===== src/verilog/dsc_seq_regs.vh =====
`ifndef DSC_SEQ_REGS_VH
`define DSC_SEQ_REGS_VH
// Conversion length in rising bit clock edges
`define DSC_CONV_EDGES     5'd19
// Result width
`define DSC_RES_BITS       18
// Coding reference points, two's complement
`define DSC_POS_FULL       18'h1FFFF
`define DSC_NEG_FULL       18'h20000
`define DSC_ZERO_CODE      18'h00000
// Convert low deadline before 19th edge, in ns
`define DSC_CONV_LOW_NS    50
`endif


===== src/verilog/dsc_conv_seq.v =====
//Contract
//- A conversion takes 19 rising bit clock edges after convert; extras harmless.
//- Bit clock edges after the 19th are ignored until next convert edge.
//- On the 19th edge both channels go to track until next convert.
//- The MSB decision settles on the first bit clock edge after convert.
//- Convert rising edge starts conversion and puts both channels in hold.
//- Only rising bit clock edges act; any duty cycle is tolerated.
//- Results are 18-bit two's complement: 1FFFF, 20000, zero as zeros.
`timescale 1ns/1ps
`default_nettype none
`include "dsc_seq_regs.vh"
// Conversion sequencer for two successive approximation channels.
// Convert and bit clock arrive as pins and are sampled by clk; all
// decisions are taken on detected rising edges of those pins. The
// serial outputs carry the result of the previous conversion, so a
// controller reads frame N while frame N+1 is being converted.
module dsc_conv_seq #(
  parameter RES_BITS = `DSC_RES_BITS
) (
  input  wire clk,
  input  wire rst_b,
  input  wire convertStrobePin,
  input  wire bitClockPin,
  input  wire compLeft,
  input  wire compRight,
  output reg  holdQ,
  output reg  busyQ,
  output reg  serLeftQ,
  output reg  serRightQ,
  output reg  doneQ
);
  // One-hot sequencer states. TRACK is idle after reset, CONV counts
  // bit clock edges, LOCK holds off surplus edges until the next
  // convert edge. Only convert edges leave TRACK or LOCK.
  localparam [2:0] ST_TRACK = 3'b001;
  localparam [2:0] ST_CONV  = 3'b010;
  localparam [2:0] ST_LOCK  = 3'b100;

  reg        rstMetaB;
  reg        rstSyncB;
  reg        cnvMeta;
  reg        cnvSync;
  reg        cnvLast;
  reg        clkMeta;
  reg        clkSync;
  reg        clkLast;
  reg [2:0]  stateQ;
  reg [2:0]  stateD;
  reg [4:0]  edgeCntQ;
  reg [RES_BITS-1:0] shLeftQ;
  reg [RES_BITS-1:0] shRightQ;
  wire [RES_BITS-1:0] resLeft;
  wire [RES_BITS-1:0] resRight;
  wire       cnvRise;
  wire       clkRise;
  wire       convEdge;
  wire       lastEdge;
  wire       shiftEdge;

  //////////////////////////////////////////////////////////////////////////
  // Reset release through two flip-flops
  // Assertion acts at once; release waits two clocks so that every
  // flop of the block leaves reset on the same clean edge
  always @(posedge clk or negedge rst_b) begin
    if (!rst_b) begin
      rstMetaB <= 1'b0;
      rstSyncB <= 1'b0;
    end else begin
      rstMetaB <= 1'b1;
      rstSyncB <= rstMetaB;
    end
  end

  // Pin synchronisers and edge history
  // Both pins come from outside this clock: two flops each guard
  // against metastability, the third keeps the history for edges
  always @(posedge clk or negedge rstSyncB) begin
    if (!rstSyncB) begin
      cnvMeta <= 1'b0;
      cnvSync <= 1'b0;
      cnvLast <= 1'b0;
      clkMeta <= 1'b0;
      clkSync <= 1'b0;
      clkLast <= 1'b0;
    end else begin
      cnvMeta <= convertStrobePin;
      cnvSync <= cnvMeta;
      cnvLast <= cnvSync;
      clkMeta <= bitClockPin;
      clkSync <= clkMeta;
      clkLast <= clkSync;
    end
  end

  //////////////////////////////////////////////////////////////////////////
  // Rise of a synchronised level against its one-cycle history
  function riseOf;
    input cur;
    input prev;
    begin
      riseOf = cur & ~prev;
    end
  endfunction

  // Rising edges only; a falling pin edge never acts, so the
  // duty cycle of either pin does not matter
  assign cnvRise  = riseOf(cnvSync, cnvLast);
  assign clkRise  = riseOf(clkSync, clkLast);
  // Clock edges count only while converting
  assign convEdge = clkRise & ~cnvRise & (stateQ == ST_CONV);
  // Nineteenth counted edge ends the conversion
  assign lastEdge = convEdge && (edgeCntQ == `DSC_CONV_EDGES - 5'd1);
  // Edges one to eighteen shift the previous result out
  assign shiftEdge = convEdge & ~lastEdge;

  //////////////////////////////////////////////////////////////////////////
  // Sequencer next state
  always @* begin
    stateD = stateQ;
    case (stateQ)
      ST_TRACK: begin
        // Idle in track; bit clock edges here are ignored
        if (cnvRise)
          stateD = ST_CONV;
      end
      ST_CONV: begin
        // Converting; a new convert edge restarts the count
        if (cnvRise)
          stateD = ST_CONV;                             // Restart
        else if (lastEdge)
          stateD = ST_LOCK;
      end
      ST_LOCK: begin
        // Lockout: only a new convert edge leaves this state
        if (cnvRise)
          stateD = ST_CONV;
      end
      default: stateD = ST_TRACK;
    endcase
  end

  //////////////////////////////////////////////////////////////////////////
  // Sequencer state register
  always @(posedge clk or negedge rstSyncB) begin
    if (!rstSyncB)
      stateQ <= ST_TRACK;
    else
      stateQ <= stateD;
  end

  // Counted bit clock edges; cleared by every convert edge so that a
  // restart mid-conversion begins a fresh cycle of edges
  always @(posedge clk or negedge rstSyncB) begin
    if (!rstSyncB)
      edgeCntQ <= 5'd0;
    else if (cnvRise)
      edgeCntQ <= 5'd0;
    else if (convEdge)
      edgeCntQ <= edgeCntQ + 5'd1;
  end

  // Hold and busy follow the sequencer; done marks the last edge
  always @(posedge clk or negedge rstSyncB) begin
    if (!rstSyncB) begin
      holdQ <= 1'b0;
      busyQ <= 1'b0;
      doneQ <= 1'b0;
    end else begin
      doneQ <= lastEdge;
      if (cnvRise) begin
        holdQ <= 1'b1;
        busyQ <= 1'b1;
      end else if (lastEdge) begin
        holdQ <= 1'b0;
        busyQ <= 1'b0;
      end
    end
  end

  //////////////////////////////////////////////////////////////////////////
  // Both channels; first counted edge decides the MSB
  // Left channel
  dsc_sar_chan #(
    .WIDTH      (RES_BITS)
  ) uLeft (
    .clk        (clk),
    .rstSyncB   (rstSyncB),
    .startPulse (cnvRise),
    .stepPulse  (convEdge),
    .compIn     (compLeft),
    .resultQ    (resLeft)
  );

  // Right channel, stepped on the very same edges as the left
  dsc_sar_chan #(
    .WIDTH      (RES_BITS)
  ) uRight (
    .clk        (clk),
    .rstSyncB   (rstSyncB),
    .startPulse (cnvRise),
    .stepPulse  (convEdge),
    .compIn     (compRight),
    .resultQ    (resRight)
  );

  //////////////////////////////////////////////////////////////////////////
  // Serial output: previous result, MSB first, one bit per edge
  always @(posedge clk or negedge rstSyncB) begin
    if (!rstSyncB) begin
      shLeftQ   <= {RES_BITS{1'b0}};
      shRightQ  <= {RES_BITS{1'b0}};
      serLeftQ  <= 1'b0;
      serRightQ <= 1'b0;
    end else if (lastEdge) begin
      shLeftQ   <= resLeft;
      shRightQ  <= resRight;
    end else if (shiftEdge) begin
      // Edge 19 loads the new result, edges 1 to 18 shift it out
      serLeftQ  <= shLeftQ[RES_BITS-1];
      serRightQ <= shRightQ[RES_BITS-1];
      shLeftQ   <= {shLeftQ[RES_BITS-2:0], 1'b0};
      shRightQ  <= {shRightQ[RES_BITS-2:0], 1'b0};
    end
  end
endmodule
`default_nettype wire


===== src/verilog/dsc_sar_chan.v =====
`timescale 1ns/1ps
`default_nettype none
`include "dsc_seq_regs.vh"
// One channel of the successive approximation register
module dsc_sar_chan #(
  parameter WIDTH = `DSC_RES_BITS
) (
  input  wire             clk,
  input  wire             rstSyncB,
  input  wire             startPulse,
  input  wire             stepPulse,
  input  wire             compIn,
  output reg  [WIDTH-1:0] resultQ
);
  reg [WIDTH-1:0] trialQ;

  // Trial bit walks from MSB down; a start reloads the walk
  always @(posedge clk or negedge rstSyncB) begin
    if (!rstSyncB) begin
      trialQ  <= {WIDTH{1'b0}};
      resultQ <= {WIDTH{1'b0}};
    end else if (startPulse) begin
      trialQ  <= {1'b1, {(WIDTH-1){1'b0}}};
      resultQ <= {WIDTH{1'b0}};
    end else if (stepPulse && (trialQ != {WIDTH{1'b0}})) begin
      // Keep or reject the trial bit; MSB is the sign
      if (compIn)
        resultQ <= resultQ | trialQ;
      trialQ <= trialQ >> 1;
    end
  end
endmodule
`default_nettype wire


===== config.mk =====
export PLATFORM = sky130hd
export DESIGN_NAME = dsc_conv_seq
export DESIGN_NICKNAME = d
export VERILOG_FILES = /design/src/verilog/dsc_conv_seq.v /design/src/verilog/dsc_sar_chan.v
export VERILOG_INCLUDE_DIRS = /design/src /design/src/verilog
export SDC_FILE = /design/constraint.sdc
export NUM_CORES = 1
export LEC_CHECK = 0
export BUFFER_PORTS_ARGS = -buffer_cell sky130_fd_sc_hd__buf_2
export CORE_MARGIN = 2
export CORE_UTILIZATION = 30
export CTS_CLUSTER_DIAMETER = 200
export DETAILED_ROUTE_END_ITERATION = 10
export PLACE_DENSITY_LB_ADDON = 0.15
export SLEW_MARGIN = 20
export SYNTH_ARGS = -nofsm -noshare
export SYNTH_HDL_FRONTEND = slang
export SYNTH_SLANG_ARGS = --single-unit

===== constraint.sdc =====
create_clock -name clk -period 7 [get_ports clk]
set_clock_uncertainty 0.1 [all_clocks]
set_input_delay 0.7 -clock clk [delete_from_list [all_inputs] [get_ports clk]]
set_output_delay 0.7 -clock clk [all_outputs]
set_load 0.01 [all_outputs]

# Yosys cells after proc, flatten, opt, wreduce, memory -nomap -nowiden
# Cells that the tools add are included.
# classes
n_eq_ne,6
reduce_logical,17
mux,22
add_sub_neg,1
n_bitwise,11
# op_table
op,n
$mux 18,14
$or 18x18->18,2
$reduce_bool 18->1,2
$reduce_bool 2->1,7
$mux 5,2
$mux 3,3
$reduce_and 2->1,4
$pmux 3 s2,1
$add 5x1->5 const B,1
$and 1x1->1,5
$eq 5x5->1 const B,1
$not 1->1,4
$eq 3x1->1 const B,1
$eq 3x2->1 const B,1
$eq 3x3->1 const B,1
$logic_and 1x1->1,3
$ne 3x3->1 const B,1
$mux 1,2
$ne 2x1->1 const B,1
$reduce_or 2->1,1
# totals
regBits,128
elab_cells,77
output_inout_bits,5
in_bits,6

# Longest topological paths before layout
# logic_depth
ltp_word,10
mapped_depth,7

# By module
# Synthesis repeated with hierarchy kept, for this count alone.
# unflattened
hier_cells,448
hier_area_um2,5500.3
# by_module_without_submodules
module,n_inst,area_each_um2,cells_each
dsc_sar_chan,2,1435.1,130
dsc_conv_seq,1,2630.0,188

# Worst setup path before layout
# Ideal clock, no wire load.
# synth_path
path_kind,register -> register
startpoint,register edgeCntQ[0]
endpoint,register serLeftQ
required_time_ns,6.775
n_path_buf,2
stages_incl_launch_ff,8
setup_slack_ns,5.221
arrival_time_ns,1.554
path_cell_list,dfrtp_1 > inv_1 > ha_1 > nor4bb_1 > clkbuf_1 > buf_2 > nor2_1 > mux2_2
# synth_via
elab_chain_len,5
# synth_rtl
element,line_no,rtl
start: declaration,dsc_conv_seq.v:49,reg [4:0] edgeCntQ;
start signal: assignment,dsc_conv_seq.v:159,edgeCntQ <= edgeCntQ + 5'd1;
$eq 5x5->1 *,dsc_conv_seq.v:112,assign lastEdge = convEdge && (edgeCntQ == `DSC_CONV_EDGES - 5'd1);
$logic_and 1x1->1 *,dsc_conv_seq.v:112,
$not 1->1 (no line) *,-,
$and 1x1->1,dsc_conv_seq.v:114,assign shiftEdge = convEdge & ~lastEdge;
$reduce_and 2->1 (no line) *,-,
end signal: assignment,dsc_conv_seq.v:219,serLeftQ <= shLeftQ[RES_BITS-1];
end: declaration,dsc_conv_seq.v:28,"output reg serLeftQ,"
# Mark *: on every way between the ends. The rest lies on a longest branch, timed or not.
# A chain may end at the register's enable or synchronous reset.

# Worst setup path after layout
# layout_path
startpoint,register cnvLast
endpoint,register uLeft.trialQ[1]
# layout_via
elab_chain_len,7
# layout_rtl
element,line_no,rtl
start: declaration,dsc_conv_seq.v:43,reg cnvLast;
start signal: assignment,dsc_conv_seq.v:88,cnvLast <= cnvSync;
$not 1->1 *,dsc_conv_seq.v:101,riseOf = cur & ~prev;
$and 1x1->1 *,dsc_conv_seq.v:101,
$not 1->1,dsc_conv_seq.v:110,assign convEdge = clkRise & ~cnvRise & (stateQ == ST_CONV);
$and 1x1->1 (2 in series),dsc_conv_seq.v:110,
$logic_and 1x1->1,dsc_sar_chan.v:25,end else if (stepPulse && (trialQ != {WIDTH{1'b0}})) begin
$reduce_bool 2->1 (no line),-,
end signal: assignment,dsc_sar_chan.v:20,trialQ <= {WIDTH{1'b0}};
end signal: assignment,dsc_sar_chan.v:23,"trialQ <= {1'b1, {(WIDTH-1){1'b0}}};"
end signal: assignment,dsc_sar_chan.v:29,trialQ <= trialQ >> 1;
end: declaration,dsc_sar_chan.v:15,reg [WIDTH-1:0] trialQ;
# Marks and branches as above.

==> flow_summary_export.csv <==
group,metric,value,unit
clocking,ctsResizeCount,0,
pwr,max-vdd-ir-drop,176.3,uV
clocking,cts_setup_buffers,0,
synthesis,synth-compound-area-share,11.49,%
sta,finalHoldViolations,0,
synthesis,synth_cells,473,
critical_path,rr_endpoint,"uLeft.trialQ[1]$_DFFE_PN0P_",
sta,worst_pin_slew,805.2,ps
hold_path,hold_path_depth,0,
clocking,cts_tree,"done",
sta,fin_setup_tns,0,ps
placement,place_ws,4313,ps
routing,wl,10310,um
sta,rsz0062_at_grt,"false",
placement,gp_congestion,0.7053,
synthesis,synth.distinct_cells,39,
routing,num_vias,3349,
critical_path,reg2regPathDepth,4,
routing,viasPerCell,4.717,
sta,setup_viol,0,
sta,postLayoutSetupSlackWorst,4321,ps
final_layout,fillers,1676,
status,status,"complete, no violations",
critical_path,path_cells,"nand2b_1 -> nand3_4 -> a31oi_4 -> a22o_1",
global_route,grt_util_all_layers,12.78,%
global_route,grt_pass1_vias,3469,
critical_path,cp.required,7250,ps
final_layout,antennaDiodeCount,0,
clocking,cts_hold_buf,1,
final_layout,final-seq-area,0.003208,mm2
critical_path,slowest_stage,"nand3_4",
critical_path,regToRegSetupSlack,4320,ps
clocking,numCtsBuffers,17,
synthesis,synthSimpleGateAreaFrac,14.12,%
floorplan,rows,47,
job,drv_cap,0,
critical_path,crit_fanout,75,
final_layout,final_layout_size_suffix_gt1_share,11.02,%
critical_path,start_kind,"flop",
floorplan,dieWidth,134.9,um
synthesis,synth_edf_count,0,
synthesis,synth_fp_nets,481,
synthesis,synthAdderAreaFrac,0.4870,%
final_layout,fin_nets,485,
floorplan,dieArea,0.01819,mm2
synthesis,synth_top_family_by_area,"simple AND/OR/NAND/NOR gates",
synthesis,synth_flop_cell,"dfrtp_1",
clocking,max-clock-path-buffers,2,
floorplan,core_area,0.01664,mm2
sta,timing.final.crit_share,38.26,%
sta,fmax,373.3,MHz
routing,drc,0,
synthesis,synth_seq_cells,128,
clocking,h-tree-depth,4,
floorplan,start_util,30.88,%
critical_path,cp.arrival,2930,ps
synthesis,syn_area_per_cell,10.86,um2
sta,min_period,2679,ps
clocking,clkTransAtPathRegs,60,ps
hold_path,worstHoldEndpoint,"clkSync$_DFF_PN0_",
critical_path,critPathTopFamily,"simple AND/OR/NAND/NOR gates",
routing,ant_nets,0,
pwr,power_density,312.6,mW/mm2
clocking,insertion_delay,420,ps
synthesis,netlist_area,0.005139,mm2
floorplan,io_pins,11,
hold_path,hold_class,"reg -> reg",
synthesis,synthMuxAreaShare,7.061,%
critical_path,crit_buf_inv,0,
global_route,antenna_found_initial,0,
synthesis,synthXorXnorAreaFrac,0.8522,%
final_layout,syn_to_final_growth,15.78,%
floorplan,die_y,134.9,um
global_route,grt_max_degree,78,
clocking,clkSinkCount,128,
pwr,total_leakage_power,0.002749,uW
final_layout,multi_input_area,0.001774,mm2
critical_path,worst_setup_path_end_kind,"flop",
routing,post_drt_wl_per_cell,14.52,um
clocking,clock-root-buffer,"clkbuf_16",
critical_path,max_stage_delay,720,ps
placement,port_buffers,10,
synthesis,yosysWarnings,0,
routing,first_pass_iters,4,
sta,relSlewSlack,46.32,%
critical_path,path_depth,4,
critical_path,critPathKind,"reg -> reg",
hold_path,min-delay-start,"clkMeta$_DFF_PN0_",
placement,hpwl,5870,um
sta,slew_viol_final,0,
synthesis,synth-seq-area-share,62.36,%
critical_path,r2r_start,"cnvLast$_DFF_PN0_",
routing,drtIter0Drc,183,
global_route,grt_pass1_wl,17840,um
global_route,grt.overflow.total,0,
synthesis,synthArstFlopShare,100.0,%
[synth_stat cells (all sizes together), types with 3 or more instances]
| cell type | count | area, um2 |
|---|---|---|
| a21oi | 46 | 234.0 |
| a22o | 14 | 122.6 |
| and3 | 3 | 18.77 |
| buf | 20 | 133.9 |
| clkbuf | 11 | 41.29 |
| dfrtp | 127 | 3178 |
| mux2i | 34 | 340.3 |
| nand2 | 82 | 307.8 |
| nand3 | 18 | 102.6 |
| nor2 | 48 | 180.2 |
| nor4 | 4 | 25.02 |
| o21ai | 36 | 180.2 |
| xnor2 | 3 | 26.28 |
[layout by cell type, fill, tap and decap left out, drive strengths merged]
cell,count
xnor2,3
nor4,4
mux2,2
dfrtp,127
a22o,14
or3b,1
a311o,1
a211oi,1
conb,1
xor2,2
mux2i,34
a21oi,46
nand4bb,1
dfstp,1
clkinv,4
buf,15
o21ai,36
bufinv,1
nor2b,2
clkbuf,27
nand3,18
inv,2
nand4,1
or2b,1
a31oi,1
dlygate4sd3,1
nor3,2
a21o,1
ha,2
nor2,48
and2,1
nand2b,1
nor4bb,1
and4bb,1
and3,3
nand2,82
o21a,1
[cells by family (layout without fill, tap and decap cells)]
logic type,count (synthesis),count (layout)
and+or+nand+nor,167,167
DFF,128,128
AOI/OAI and AO/OA,101,101
muxes,36,36
buffers and inverters,33,50
xor gates and xnor gates,5,5
adders and majority gates,2,2
other,1,1
[per-layer routing]
metal,GRT usage [%],part of all wire (%),up-vias
met4,4.094,0.93,0
met2,18.81,44,45
met1,17.28,51,1680
li1,-,-,1618
met3,5.068,4.0,6
met5,0,0,-
[through the flow]
step                instance area (um2)  power [uW]  hold slack (ps)  utilization (%)  std cells
finish                             5949        1860            251.3            35.75        710
global placement                   5353        1009            237.4            32.16        677
CTS                                5946        1885            255.0            35.73        710
detailed placement                 5353        1015            236.5            32.16        677
floorplan                          5139       971.0            231.2                -        473
global route                       5949        1960            253.9            35.75        710
[registers in the layout (all words and copies together) (netlist names), 3 cells and up]
name,cells
stateQ,3
uRight.resultQ,18
shRightQ,18
uRight.trialQ,18
edgeCntQ,5
uLeft.resultQ,18
shLeftQ,18
uLeft.trialQ,18
[layout make-up]
| type | instances | area share, % |
|---|---|---|
| Sequential cell | 128 | 53.92 |
| Multi-Input combinational cell | 312 | 29.82 |
| Clock buffer | 27 | 8.959 |
| Tap cell | 220 | 4.627 |
| Timing Repair Buffer | 16 | 1.703 |
| Clock inverter | 5 | 0.8412 |
| Inverter | 2 | 0.1262 |
[power breakdown]
part           switching [uW]  leakage (uW)  internal [uW]
registers                49.1       0.00161            820
clock network             309      0.000293            552
logic                    72.8      0.000842           56.8
total                     431       0.00275           1430
[how the worst max path moves through the flow]
stage,from,slack (ps),end
6_report,cnvLast$_DFF_PN0_,4320,uLeft.trialQ[1]$_DFFE_PN0P_
5_1_grt,cnvLast$_DFF_PN0_,4070,uLeft.trialQ[2]$_DFFE_PN0P_
3_5_place_dp,cnvLast$_DFF_PN0_,4310,uLeft.trialQ[0]$_DFFE_PN0P_
4_1_cts,cnvLast$_DFF_PN0_,4310,uLeft.trialQ[7]$_DFFE_PN0P_
3_3_place_gp,cnvLast$_DFF_PN0_,4360,uLeft.trialQ[5]$_DFFE_PN0P_
2_1_floorplan,rstSyncB$_DFF_PN0_,3070,busyQ$_DFFE_PN0P_
Note: power is estimated with default switching activity, not from simulation.
